File: config.mk
export PLATFORM = sky130hd
export DESIGN_NAME = mie_core
export DESIGN_NICKNAME = d
export VERILOG_FILES = /design/src/rtl/mie_pkg.sv /design/src/rtl/mie_core.sv /design/src/rtl/mie_stack.sv /design/src/rtl/mie_wdog.sv
export VERILOG_INCLUDE_DIRS = /design/src /design/src/rtl
export SDC_FILE = /design/constraint.sdc
export NUM_CORES = 1
export LEC_CHECK = 0
export ABC_AREA = 0
export BUFFER_PORTS_ARGS = -buffer_cell sky130_fd_sc_hd__buf_2
export CAP_MARGIN = 25
export CELL_PAD_IN_SITES_DETAIL_PLACEMENT = 2
export CELL_PAD_IN_SITES_GLOBAL_PLACEMENT = 2
export CORE_UTILIZATION = 44
export CTS_CLUSTER_DIAMETER = 100
export CTS_CLUSTER_SIZE = 12
export DETAILED_ROUTE_END_ITERATION = 6
export GPL_ROUTABILITY_DRIVEN = 0
export PLACE_DENSITY = 0.95
export SKIP_LAST_GASP = 1
export SLEW_MARGIN = 40
export SYNTH_ARGS = -nofsm -noshare
export SYNTH_HDL_FRONTEND = slang
export SYNTH_HIERARCHICAL = 1
export SYNTH_SLANG_ARGS = --single-unit
File: constraint.sdc
create_clock -name sys_clk -period 9.1 [get_ports sys_clk]
set_input_delay 0.91 -clock sys_clk [delete_from_list [all_inputs] [get_ports sys_clk]]
set_output_delay 0.91 -clock sys_clk [all_outputs]
set_load 0.005 [all_outputs]
File: src/rtl/mie_regs.svh
`ifndef MIE_REGS_SVH
`define MIE_REGS_SVH

// Storage sizes
`define MIE_MEM_DEPTH       32
`define MIE_MEM_AW          5
`define MIE_PC_W            11
`define MIE_STACK_DEPTH     8

// Register port map
`define MIE_ADDR_MEM_LAST   8'h1F
`define MIE_ADDR_WREG       8'h20
`define MIE_ADDR_STATUS     8'h21
`define MIE_ADDR_PC_LO      8'h22
`define MIE_ADDR_PC_HI      8'h23
`define MIE_ADDR_WDOG       8'h24

// Status byte fields
`define MIE_ST_CARRY        0
`define MIE_ST_HALF_CARRY   1
`define MIE_ST_ZERO         2
`define MIE_ST_TIMEOUT      3
`define MIE_ST_POWER_DOWN   4
`define MIE_ST_GIE          5

// Reset values and fixed addresses
`define MIE_PC_RST          11'h000
`define MIE_PC_STEP         11'h001
`define MIE_IRQ_VECTOR      11'h004
`define MIE_WREG_RST        8'h00

// Watchdog timing: top values of the prescaler, in cycles, and of the counter, in prescaler periods
`define MIE_WDOG_PRESC_MAX  8'hFF
`define MIE_WDOG_CNT_MAX    8'hFF

// Decimal adjust
`define MIE_BCD_LIMIT       4'h9
`define MIE_BCD_STEP        4'h6

`endif

File: src/rtl/mie_pkg.sv
`default_nettype none
`include "mie_regs.svh"
package mie_pkg;

	typedef enum logic [4:0] {
		op_idle, op_call, op_jump, op_sub_exit, op_sub_exit_val, op_int_exit,
		op_zero_fill, op_zero_bit, op_one_fill, op_one_bit,
		op_wdog_clear, op_wdog_pre1, op_wdog_pre2,
		op_compl, op_compl_w, op_bcd_adj, op_minus1, op_minus1_w, op_plus1, op_plus1_w,
		op_copy_mw, op_copy_wm, op_copy_iw, op_or_mw, op_or_iw, op_or_tomem,
		op_rotl, op_rotl_w, op_halt
	} mie_op_t;

	typedef enum logic [1:0] {seq_run, seq_dummy, seq_halt} mie_seq_t;

	typedef enum logic [1:0] {pre_none, pre_first, pre_second} mie_pre_t;

	typedef logic [`MIE_PC_W-1:0] mie_pc_t;
	typedef logic [$clog2(`MIE_STACK_DEPTH)-1:0] mie_sp_t;

	typedef struct packed {
		mie_seq_t                           seq;
		mie_pc_t                            pc;
		logic [`MIE_MEM_DEPTH-1:0][7:0]     mem;
		logic [7:0]                         wreg;
		logic                               carry;
		logic                               half_carry;
		logic                               zero;
		logic                               timeout;
		logic                               power_down;
		logic                               gie;
		logic [7:0]                         rdata;
		logic                               irq_ack;
	} mie_core_t;

	typedef struct packed {
		logic [`MIE_STACK_DEPTH-1:0][`MIE_PC_W-1:0] entry;
		mie_sp_t                                    sp;
	} mie_stack_t;

	typedef struct packed {
		logic [7:0] presc;
		logic [7:0] cnt;
		mie_pre_t   pre;
		logic       overflow;
	} mie_wdog_t;

endpackage
`default_nettype wire

File: src/rtl/mie_core.sv
// The placing of the registers and the strobed register port were left to the implementer.
`timescale 1ns/1ps
`default_nettype none
`include "mie_regs.svh"
// Notes on behaviour
// - Call pushes next address, jumps, two cycles
// - Byte clear writes zero, flags untouched
// - Bit clear zeroes one selected bit only
// - Watchdog clear resets counter, timeout, power-down
// - Pre-clears act only when alternated
// - Complement inverts byte, updates zero flag
// - Decimal adjust adds six to each nibble above nine or with its carry set
// - Decimal adjust changes only carry flag
// - Decrement subtracts one, updates zero flag
// - Increment adds one, updates zero flag
// - Halt stops clock, keeps data, clears watchdog
// - Halt sets power-down, clears timeout
// - Jump loads target, two cycles, no flags
// - Moves copy data, no flag change
// - Idle only advances program counter
// - OR updates only zero flag
// - Return pops stack into counter
// - Return with value also loads working register
// - Interrupt return pops and sets global enable when none is pending
// - Pending interrupt served before resuming program
// - Pre-clear pair must be back to back
module mie_core
	import mie_pkg::*;
(
	// Clock and reset
	input  wire logic                  sys_clk,
	input  wire logic                  reset,
	// Instruction issue
	input  wire logic                  instr_valid,
	input  wire mie_op_t               instr_op,
	input  wire logic [`MIE_MEM_AW-1:0] instr_mem_addr,
	input  wire logic [2:0]            instr_bit,
	input  wire logic [7:0]            instr_imm,
	input  wire mie_pc_t               instr_target,
	output logic                       instr_ready,
	// Sequencer view
	output mie_pc_t                    pc_out,
	output logic                       clk_run,
	// Interrupt and wake
	input  wire logic                  irq_pending,
	input  wire logic                  wake_req,
	output logic                       irq_ack,
	// Register port
	input  wire logic [7:0]            reg_addr,
	input  wire logic [7:0]            reg_wdata,
	input  wire logic                  reg_wr,
	input  wire logic                  reg_rd,
	output logic [7:0]                 reg_rdata,
	// Watchdog
	output logic [7:0]                 wdog_count,
	output logic                       wdog_overflow
);

	mie_core_t st_ff;
	mie_core_t nxt_st;
	logic      accept;
	logic      is_pre;
	logic      is_pop;
	logic      stk_push;
	logic      stk_pop;
	mie_pc_t   stk_top;
	mie_pc_t   pc_inc;
	logic      wd_fire;
	logic      wd_ovf;
	logic      wd_clear_req;
	logic      wd_pre1_req;
	logic      wd_pre2_req;
	logic      wd_other_req;
	logic      wd_halt_req;
	mie_pc_t   stk_wdata;
	logic [7:0] rd_val;

	assign accept      = instr_valid && (st_ff.seq == seq_run);
	assign instr_ready = (st_ff.seq == seq_run);
	assign pc_out      = st_ff.pc;
	assign clk_run     = (st_ff.seq != seq_halt);
	assign irq_ack     = st_ff.irq_ack;
	assign reg_rdata   = st_ff.rdata;
	assign wdog_overflow = wd_ovf;
	assign pc_inc      = st_ff.pc + `MIE_PC_STEP;
	assign is_pre      = (instr_op == op_wdog_pre1) || (instr_op == op_wdog_pre2);
	assign is_pop      = (instr_op == op_sub_exit) || (instr_op == op_sub_exit_val)
		|| (instr_op == op_int_exit);
	assign stk_push    = accept && ((instr_op == op_call)
		|| ((instr_op == op_int_exit) && irq_pending));
	assign stk_pop     = accept && is_pop;
	// Return-to-vector re-pushes the popped address so the stack depth is kept
	assign stk_wdata    = (instr_op == op_call) ? pc_inc : stk_top;
	assign wd_clear_req = accept && (instr_op == op_wdog_clear);
	assign wd_pre1_req  = accept && (instr_op == op_wdog_pre1);
	assign wd_pre2_req  = accept && (instr_op == op_wdog_pre2);
	assign wd_other_req = accept && !is_pre;
	assign wd_halt_req  = accept && (instr_op == op_halt);

	mie_stack u_stack (
		.sys_clk   (sys_clk),
		.reset     (reset),
		.push      (stk_push),
		.pop       (stk_pop),
		.push_data (stk_wdata),
		.top       (stk_top)
	);

	mie_wdog u_wdog (
		.sys_clk       (sys_clk),
		.reset         (reset),
		.wd_clear      (wd_clear_req),
		.wd_pre_first  (wd_pre1_req),
		.wd_pre_second (wd_pre2_req),
		.wd_other_step (wd_other_req),
		.wd_halt_clear (wd_halt_req),
		.wd_fire       (wd_fire),
		.wd_count      (wdog_count),
		.wd_overflow   (wd_ovf)
	);

	always_comb begin
		logic [7:0] cur;
		logic [7:0] res;
		logic       wr_mem;
		logic       wr_wreg;
		logic       upd_z;
		logic       lo_adj;
		logic       hi_adj;
		logic [8:0] bcd_sum;
		cur     = st_ff.mem[instr_mem_addr];
		res     = 8'h00;
		wr_mem  = 1'b0;
		wr_wreg = 1'b0;
		upd_z   = 1'b0;
		lo_adj  = (st_ff.wreg[3:0] > `MIE_BCD_LIMIT) || st_ff.half_carry;
		hi_adj  = (st_ff.wreg[7:4] > `MIE_BCD_LIMIT) || st_ff.carry;
		bcd_sum = {1'b0, st_ff.wreg}
			+ {1'b0, (hi_adj ? `MIE_BCD_STEP : 4'h0), (lo_adj ? `MIE_BCD_STEP : 4'h0)};

		nxt_st = st_ff;
		nxt_st.rdata = 8'h00;
		nxt_st.irq_ack = 1'b0;

		// Software writes first, so an instruction in the same cycle overrides them
		if (reg_wr) begin
			if (reg_addr <= `MIE_ADDR_MEM_LAST) begin
				nxt_st.mem[reg_addr[`MIE_MEM_AW-1:0]] = reg_wdata;
			end else if (reg_addr == `MIE_ADDR_WREG) begin
				nxt_st.wreg = reg_wdata;
			end else if (reg_addr == `MIE_ADDR_STATUS) begin
				nxt_st.carry = reg_wdata[`MIE_ST_CARRY];
				nxt_st.half_carry = reg_wdata[`MIE_ST_HALF_CARRY];
				nxt_st.zero = reg_wdata[`MIE_ST_ZERO];
				nxt_st.gie = reg_wdata[`MIE_ST_GIE];
			end
		end

		// Data path of the byte operations
		unique case (instr_op)
			op_zero_fill: begin
				res = 8'h00;
				wr_mem = 1'b1;
			end
			op_zero_bit: begin
				res = cur & ~(8'h01 << instr_bit);
				wr_mem = 1'b1;
			end
			op_one_fill: begin
				res = 8'hFF;
				wr_mem = 1'b1;
			end
			op_one_bit: begin
				res = cur | (8'h01 << instr_bit);
				wr_mem = 1'b1;
			end
			op_compl, op_compl_w: begin
				res = ~cur;
				wr_mem = (instr_op == op_compl);
				wr_wreg = (instr_op == op_compl_w);
				upd_z = 1'b1;
			end
			op_bcd_adj: begin
				res = bcd_sum[7:0];
				wr_mem = 1'b1;
			end
			op_minus1, op_minus1_w: begin
				res = cur - 8'h01;
				wr_mem = (instr_op == op_minus1);
				wr_wreg = (instr_op == op_minus1_w);
				upd_z = 1'b1;
			end
			op_plus1, op_plus1_w: begin
				res = cur + 8'h01;
				wr_mem = (instr_op == op_plus1);
				wr_wreg = (instr_op == op_plus1_w);
				upd_z = 1'b1;
			end
			op_copy_mw: begin
				res = cur;
				wr_wreg = 1'b1;
			end
			op_copy_wm: begin
				res = st_ff.wreg;
				wr_mem = 1'b1;
			end
			op_copy_iw, op_sub_exit_val: begin
				res = instr_imm;
				wr_wreg = 1'b1;
			end
			op_or_mw, op_or_tomem: begin
				res = st_ff.wreg | cur;
				wr_mem = (instr_op == op_or_tomem);
				wr_wreg = (instr_op == op_or_mw);
				upd_z = 1'b1;
			end
			op_or_iw: begin
				res = st_ff.wreg | instr_imm;
				wr_wreg = 1'b1;
				upd_z = 1'b1;
			end
			op_rotl, op_rotl_w: begin
				res = {cur[6:0], cur[7]};
				wr_mem = (instr_op == op_rotl);
				wr_wreg = (instr_op == op_rotl_w);
			end
			default: begin
				res = 8'h00;
			end
		endcase

		unique case (st_ff.seq)
			seq_run: begin
				if (accept) begin
					nxt_st.pc = pc_inc;
					if (wr_mem) begin
						nxt_st.mem[instr_mem_addr] = res;
					end
					if (wr_wreg) begin
						nxt_st.wreg = res;
					end
					if (upd_z) begin
						nxt_st.zero = (res == 8'h00);
					end
					if (instr_op == op_bcd_adj) begin
						// A carry already set stays set through the adjust
						nxt_st.carry = hi_adj || bcd_sum[8];
					end
					unique case (instr_op)
						op_call, op_jump: begin
							nxt_st.pc = instr_target;
							nxt_st.seq = seq_dummy;
						end
						op_sub_exit, op_sub_exit_val: begin
							nxt_st.pc = stk_top;
							nxt_st.seq = seq_dummy;
						end
						op_int_exit: begin
							nxt_st.pc = stk_top;
							nxt_st.gie = 1'b1;
							nxt_st.seq = seq_dummy;
							if (irq_pending) begin
								// Return address stays on the stack for the routine's own exit
								nxt_st.pc = `MIE_IRQ_VECTOR;
								nxt_st.gie = 1'b0;
								nxt_st.irq_ack = 1'b1;
							end
						end
						op_halt: begin
							nxt_st.seq = seq_halt;
							nxt_st.power_down = 1'b1;
							nxt_st.timeout = 1'b0;
						end
						default: begin
							nxt_st.seq = seq_run;
						end
					endcase
				end
			end
			seq_dummy: begin
				nxt_st.seq = seq_run;
			end
			seq_halt: begin
				// Watchdog keeps counting while halted so it can still wake the part
				if (wake_req || irq_pending || wd_ovf) begin
					nxt_st.seq = seq_run;
				end
			end
			default: begin
				// Unused state code falls back to run
				nxt_st.seq = seq_run;
			end
		endcase

		if (wd_fire) begin
			nxt_st.timeout = 1'b0;
			nxt_st.power_down = 1'b0;
		end
		// Overflow wins over any clear in the same cycle
		if (wd_ovf) begin
			nxt_st.timeout = 1'b1;
		end

		if (reg_rd) begin
			nxt_st.rdata = rd_val;
		end
	end

	// Read mux sits apart so the returned byte is the state before this cycle's instruction
	always_comb begin
		rd_val = 8'h00;
		if (reg_addr <= `MIE_ADDR_MEM_LAST) begin
			rd_val = st_ff.mem[reg_addr[`MIE_MEM_AW-1:0]];
		end else begin
			case (reg_addr)
				`MIE_ADDR_WREG: begin
					rd_val = st_ff.wreg;
				end
				`MIE_ADDR_STATUS: begin
					rd_val[`MIE_ST_CARRY] = st_ff.carry;
					rd_val[`MIE_ST_HALF_CARRY] = st_ff.half_carry;
					rd_val[`MIE_ST_ZERO] = st_ff.zero;
					rd_val[`MIE_ST_TIMEOUT] = st_ff.timeout;
					rd_val[`MIE_ST_POWER_DOWN] = st_ff.power_down;
					rd_val[`MIE_ST_GIE] = st_ff.gie;
				end
				`MIE_ADDR_PC_LO: begin
					rd_val = st_ff.pc[7:0];
				end
				`MIE_ADDR_PC_HI: begin
					rd_val = {5'h00, st_ff.pc[`MIE_PC_W-1:8]};
				end
				`MIE_ADDR_WDOG: begin
					rd_val = wdog_count;
				end
				default: begin
					rd_val = 8'h00;
				end
			endcase
		end
	end

	always_ff @(posedge sys_clk) begin
		if (reset) begin
			st_ff <= '0;
			st_ff.seq <= seq_run;
			st_ff.pc <= `MIE_PC_RST;
			st_ff.wreg <= `MIE_WREG_RST;
		end else begin
			st_ff <= nxt_st;
		end
	end

endmodule
`default_nettype wire

File: src/rtl/mie_stack.sv
`timescale 1ns/1ps
`default_nettype none
module mie_stack
	import mie_pkg::*;
(
	// Clock and reset
	input  wire logic    sys_clk,
	input  wire logic    reset,
	// Push and pop
	input  wire logic    push,
	input  wire logic    pop,
	input  wire mie_pc_t push_data,
	output mie_pc_t      top
);

	mie_stack_t stk_ff;
	mie_stack_t nxt_stk;
	mie_sp_t    sp_dec;

	assign sp_dec = stk_ff.sp - mie_sp_t'(1);
	assign top    = stk_ff.entry[sp_dec];

	// Pointer wraps on overflow: the oldest return address is lost
	always_comb begin
		nxt_stk = stk_ff;
		if (push && pop) begin
			nxt_stk.entry[sp_dec] = push_data;
		end else if (push) begin
			nxt_stk.entry[stk_ff.sp] = push_data;
			nxt_stk.sp = stk_ff.sp + mie_sp_t'(1);
		end else if (pop) begin
			nxt_stk.sp = sp_dec;
		end
	end

	always_ff @(posedge sys_clk) begin
		if (reset) begin
			stk_ff <= '0;
		end else begin
			stk_ff <= nxt_stk;
		end
	end

endmodule
`default_nettype wire

File: src/rtl/mie_wdog.sv
`timescale 1ns/1ps
`default_nettype none
`include "mie_regs.svh"
module mie_wdog
	import mie_pkg::*;
(
	// Clock and reset
	input  wire logic  sys_clk,
	input  wire logic  reset,
	// Clear requests
	input  wire logic  wd_clear,
	input  wire logic  wd_pre_first,
	input  wire logic  wd_pre_second,
	input  wire logic  wd_other_step,
	input  wire logic  wd_halt_clear,
	// Results
	output logic       wd_fire,
	output logic [7:0] wd_count,
	output logic       wd_overflow
);

	mie_wdog_t wd_ff;
	mie_wdog_t nxt_wd;

	assign wd_count    = wd_ff.cnt;
	assign wd_overflow = wd_ff.overflow;

	always_comb begin
		nxt_wd = wd_ff;
		nxt_wd.overflow = 1'b0;
		wd_fire = wd_clear;
		if (wd_pre_first) begin
			if (wd_ff.pre == pre_second) begin
				wd_fire = 1'b1;
				nxt_wd.pre = pre_none;
			end else begin
				nxt_wd.pre = pre_first;
			end
		end else if (wd_pre_second) begin
			if (wd_ff.pre == pre_first) begin
				wd_fire = 1'b1;
				nxt_wd.pre = pre_none;
			end else begin
				nxt_wd.pre = pre_second;
			end
		end else if (wd_other_step) begin
			// Any other instruction breaks a pre-clear pair
			nxt_wd.pre = pre_none;
		end
		if (wd_fire || wd_halt_clear) begin
			nxt_wd.presc = 8'h00;
			nxt_wd.cnt = 8'h00;
		end else if (wd_ff.presc == `MIE_WDOG_PRESC_MAX) begin
			nxt_wd.presc = 8'h00;
			nxt_wd.cnt = wd_ff.cnt + 8'h01;
			if (wd_ff.cnt == `MIE_WDOG_CNT_MAX) begin
				nxt_wd.cnt = 8'h00;
				nxt_wd.overflow = 1'b1;
			end
		end else begin
			nxt_wd.presc = wd_ff.presc + 8'h01;
		end
	end

	always_ff @(posedge sys_clk) begin
		if (reset) begin
			wd_ff <= '0;
		end else begin
			wd_ff <= nxt_wd;
		end
	end

endmodule
`default_nettype wire

==> impl_metrics.ini <==
[timing]
worst_slew_pin_slew_ps = 1130
fmax_ghz = 0.149
finalClockSkew_ps = 51.6
max_slew_margin_pct = 23.0
hold_ws_ps = 475
rsz0062_at_grt = false
slew_violations = 0
min_period_over_period_pct = 74.0
setup_viol_count_final = 0
fin_crit_ps = 6730
final.setup.tns_ps = 0
hold_violations = 0

[cts]
cts-buffers-inserted = 40
cts_sinks = 402
clk_latency_ps = 640
clk_pin_slew_ps = 80
htreeDepth = 2
cts_resized = 0
cts_tree = built
hold_buffers = 0
clk_path_buf_depth = 3
cts_root_buf = clkbuf_16
post-cts-setup-buffers = 0

[min_path]
hold_depth = 1
hold_end = u_wdog/wd_ff[11]$_SDFF_PP0_
min_from = u_wdog/wd_ff[11]$_SDFF_PP0_
hold_path.class = reg2reg

[setup_path]
r2r_start = st_ff[244]$_SDFF_PP0_
cp.arrival_ps = 7240
cp-end-kind = register
r2r-end = st_ff[254]$_SDFF_PP0_
r2r_cells = 13
worst_setup_path_start_kind = primary input
worstSetupStartpoint = instr_mem_addr[0]
r2r_setup_slack_ps = 3740
worstPathRequired_ps = 9610
path_class = in2reg
crit_path_max_fanout = 52

[logic_synthesis]
synth_top_area_cell = dfxtp_1
synthesis.instances = 2740
netlist_top_cells_area = dfxtp_1 (32%), mux2i_1 (13%), a211oi_1 (12%)
synthesis.area_um2 = 25400
yosys.cell_types.count = 79
synth-seq-cells = 402
synth_top_area_share_pct = 31.7
syn_nets = 2813
ys_async_sr_fraction_pct = 0
ys_seq_area_share_pct = 31.7
synthFlopType = dfxtp_1
synth-edff-count = 0
ys_warn_count = 6
avgSynthCellArea_um2 = 9.25

[finish]
layout.cells.non_filler = 3406
syn2layout_area_growth_pct = 7.63
nets = 2703
postLayoutCoreUtil_pct = 48.2
drive_above_1_share_pct = 15.2
final_cell_area_um2 = 27300

[global_route]
grt_pass1_wl_mm = 217
grt_pass1_vias = 28809
gr-usage-met3_pct = 23.6
gr-total-overflow = 0
grt_util_met2_pct = 76.5
use_met1_pct = 53.3
busiest_layer = met2
grt_usage_pct = 50.3
grt_max_degree = 167
antenna_found_initial = 25

[placement]
dp.final_hpwl_mm = 86.7
dp.cells = 3340
dpl_cell_area_um2 = 25900
portBuffers = 85

[pwr]
cellLeakagePower_nw = 10.3
p_per_area_nw_per_um2 = 147
irDropWorstVdd_v = 0.000254

[floorplan]
ios = 86
die_w_um = 242
core_area_um2 = 56600
num_rows = 87
start_util_pct = 44.8
die_area_um2 = 58600
die_h_um = 242

[route]
first_pass_iters = 7
avgViaCountPerCell = 8.22
wl_per_cell_um = 45.0
vias = 27992
drc = 13
wl_mm = 153
antenna_left = 0
drt_iter0_drc = 4224

[run]
max_cap_violations = 0

[run_status]
status = finished with violations
violations = design-rule violations
[stage by stage]
| step | setup slack (ps) | power, mW |
|---|---|---|
| floorplan | 4550 | 2.13 |
| global placement | 2760 | 2.25 |
| detailed placement | 2600 | 2.30 |
| CTS | 2960 | 3.91 |
| global route | 2720 | 4.04 |
| finish | 2370 | 4.01 |
[placed cells by master (no fill, tap or decap), drive strengths merged, types with 7 or more instances in the layout]
cell type  instances
nor4              18
buf              130
a22oi             11
nand2            152
diode             14
nor3              32
and3              68
nand2b           114
a221oi            18
nor2b            100
a32oi              7
dfxtp            402
xnor2             32
clkbuf            44
mux2              44
a21o              10
nand4              9
o21ai             41
mux4             100
a31oi             11
inv               25
nor2             243
nand3             31
or3               16
a21oi             46
nor3b              8
a211oi           402
o22ai             69
and3b              8
ha                16
mux2i            321
and2              10
[where the power goes]
group / internal, mW / total [mW] / leakage [nW] / switching [mW]
Sequential: 1.78 / 1.81 / 3.24 / 0.0344
Clock: 0.827 / 1.67 / 0.549 / 0.842
Combinational: 0.142 / 0.529 / 6.56 / 0.387
Total: 2.74 / 4.01 / 10.3 / 1.26
[Yosys cell counts, types with 6 or more instances]
cell	n
a211oi_1	402
dfxtp_1	402
mux2i_1	321
nor2_1	243
nand2_1	152
clkbuf_1	151
nand2b_1	114
mux4_2	100
nor2b_1	100
and3_1	68
o22ai_1	68
buf_2	49
mux2_2	44
a21oi_1	43
o21ai_0	41
buf_4	35
xnor2_1	32
nand3_1	31
nor3_1	27
buf_1	26
inv_1	24
buf_6	21
a221oi_1	18
ha_1	16
nor4_1	16
or3_1	16
a21o_1	10
a31oi_1	10
a22oi_1	9
and2_1	9
nand4_1	9
and3b_1	8
a32oi_1	7
nor3b_1	7
a311oi_1	6
and4_1	6
nand3b_1	6
nand4bb_1	6
[registers in the layout (all words and copies together) (netlist names)]
name                cells
u_wdog/wd_overflow      1
u_wdog/wd_count         8
st_ff                 272
irq_ack                 1
u_stack/stk_ff         91
reg_rdata               8
u_wdog/wd_ff           10
pc_out                 11
[per-layer routing]
metal  part of all wire, %  up-vias
met5                  0.34        -
met4                    11       34
met3                    14     1357
met2                    43     2892
met1                    33    13637
li1                      -    10072
[worst max path at each step]
stage | slack [ps] | end
after detailed placement | 2600 | st_ff[109]$_SDFF_PP0_
after floorplan | 4550 | st_ff[30]$_SDFF_PP0_
after global placement | 2760 | st_ff[118]$_SDFF_PP0_
final | 2370 | st_ff[254]$_SDFF_PP0_
after CTS | 2960 | st_ff[109]$_SDFF_PP0_
after global routing | 2720 | st_ff[109]$_SDFF_PP0_
[kinds of logic (layout without fill, tap and decap cells)]
family          after synthesis  in the layout  synth area share (%)
compound gates              654            654                  18.7
xor+xnor                     37             37                  1.35
fa+ha+maj                    18             18                 0.948
buf+inv                     306            202                  5.91
flops                       402            402                  31.7
mux                         465            465                  23.5
other cells                   0             14                     0
simple gates                858            858                  17.8
[layout make-up]
type,instances,area (um^2)
Timing Repair Buffer,130,897
Inverter,24,90.1
Tap cell,756,946
Multi-Input combinational cell,2032,16100
Clock buffer,44,1060
Antenna cell,14,35.0
Clock inverter,4,62.6
Fill cell,5779,29300
Sequential cell,402,8050
[critical path, stage by stage]
cell	delay, ps
buf_6	560
buf_6	620
mux2i_2	1010
o22ai_1	360
nor4_1	750
nand2_1	380
ha_1	520
nand2_1	120
or3_1	350
a21oi_1	230
a211oi_1	130
xnor2_1	340
a21oi_4	170
buf_8	240
a211oi_1	370
Note: power is estimated with default switching activity, not from simulation.
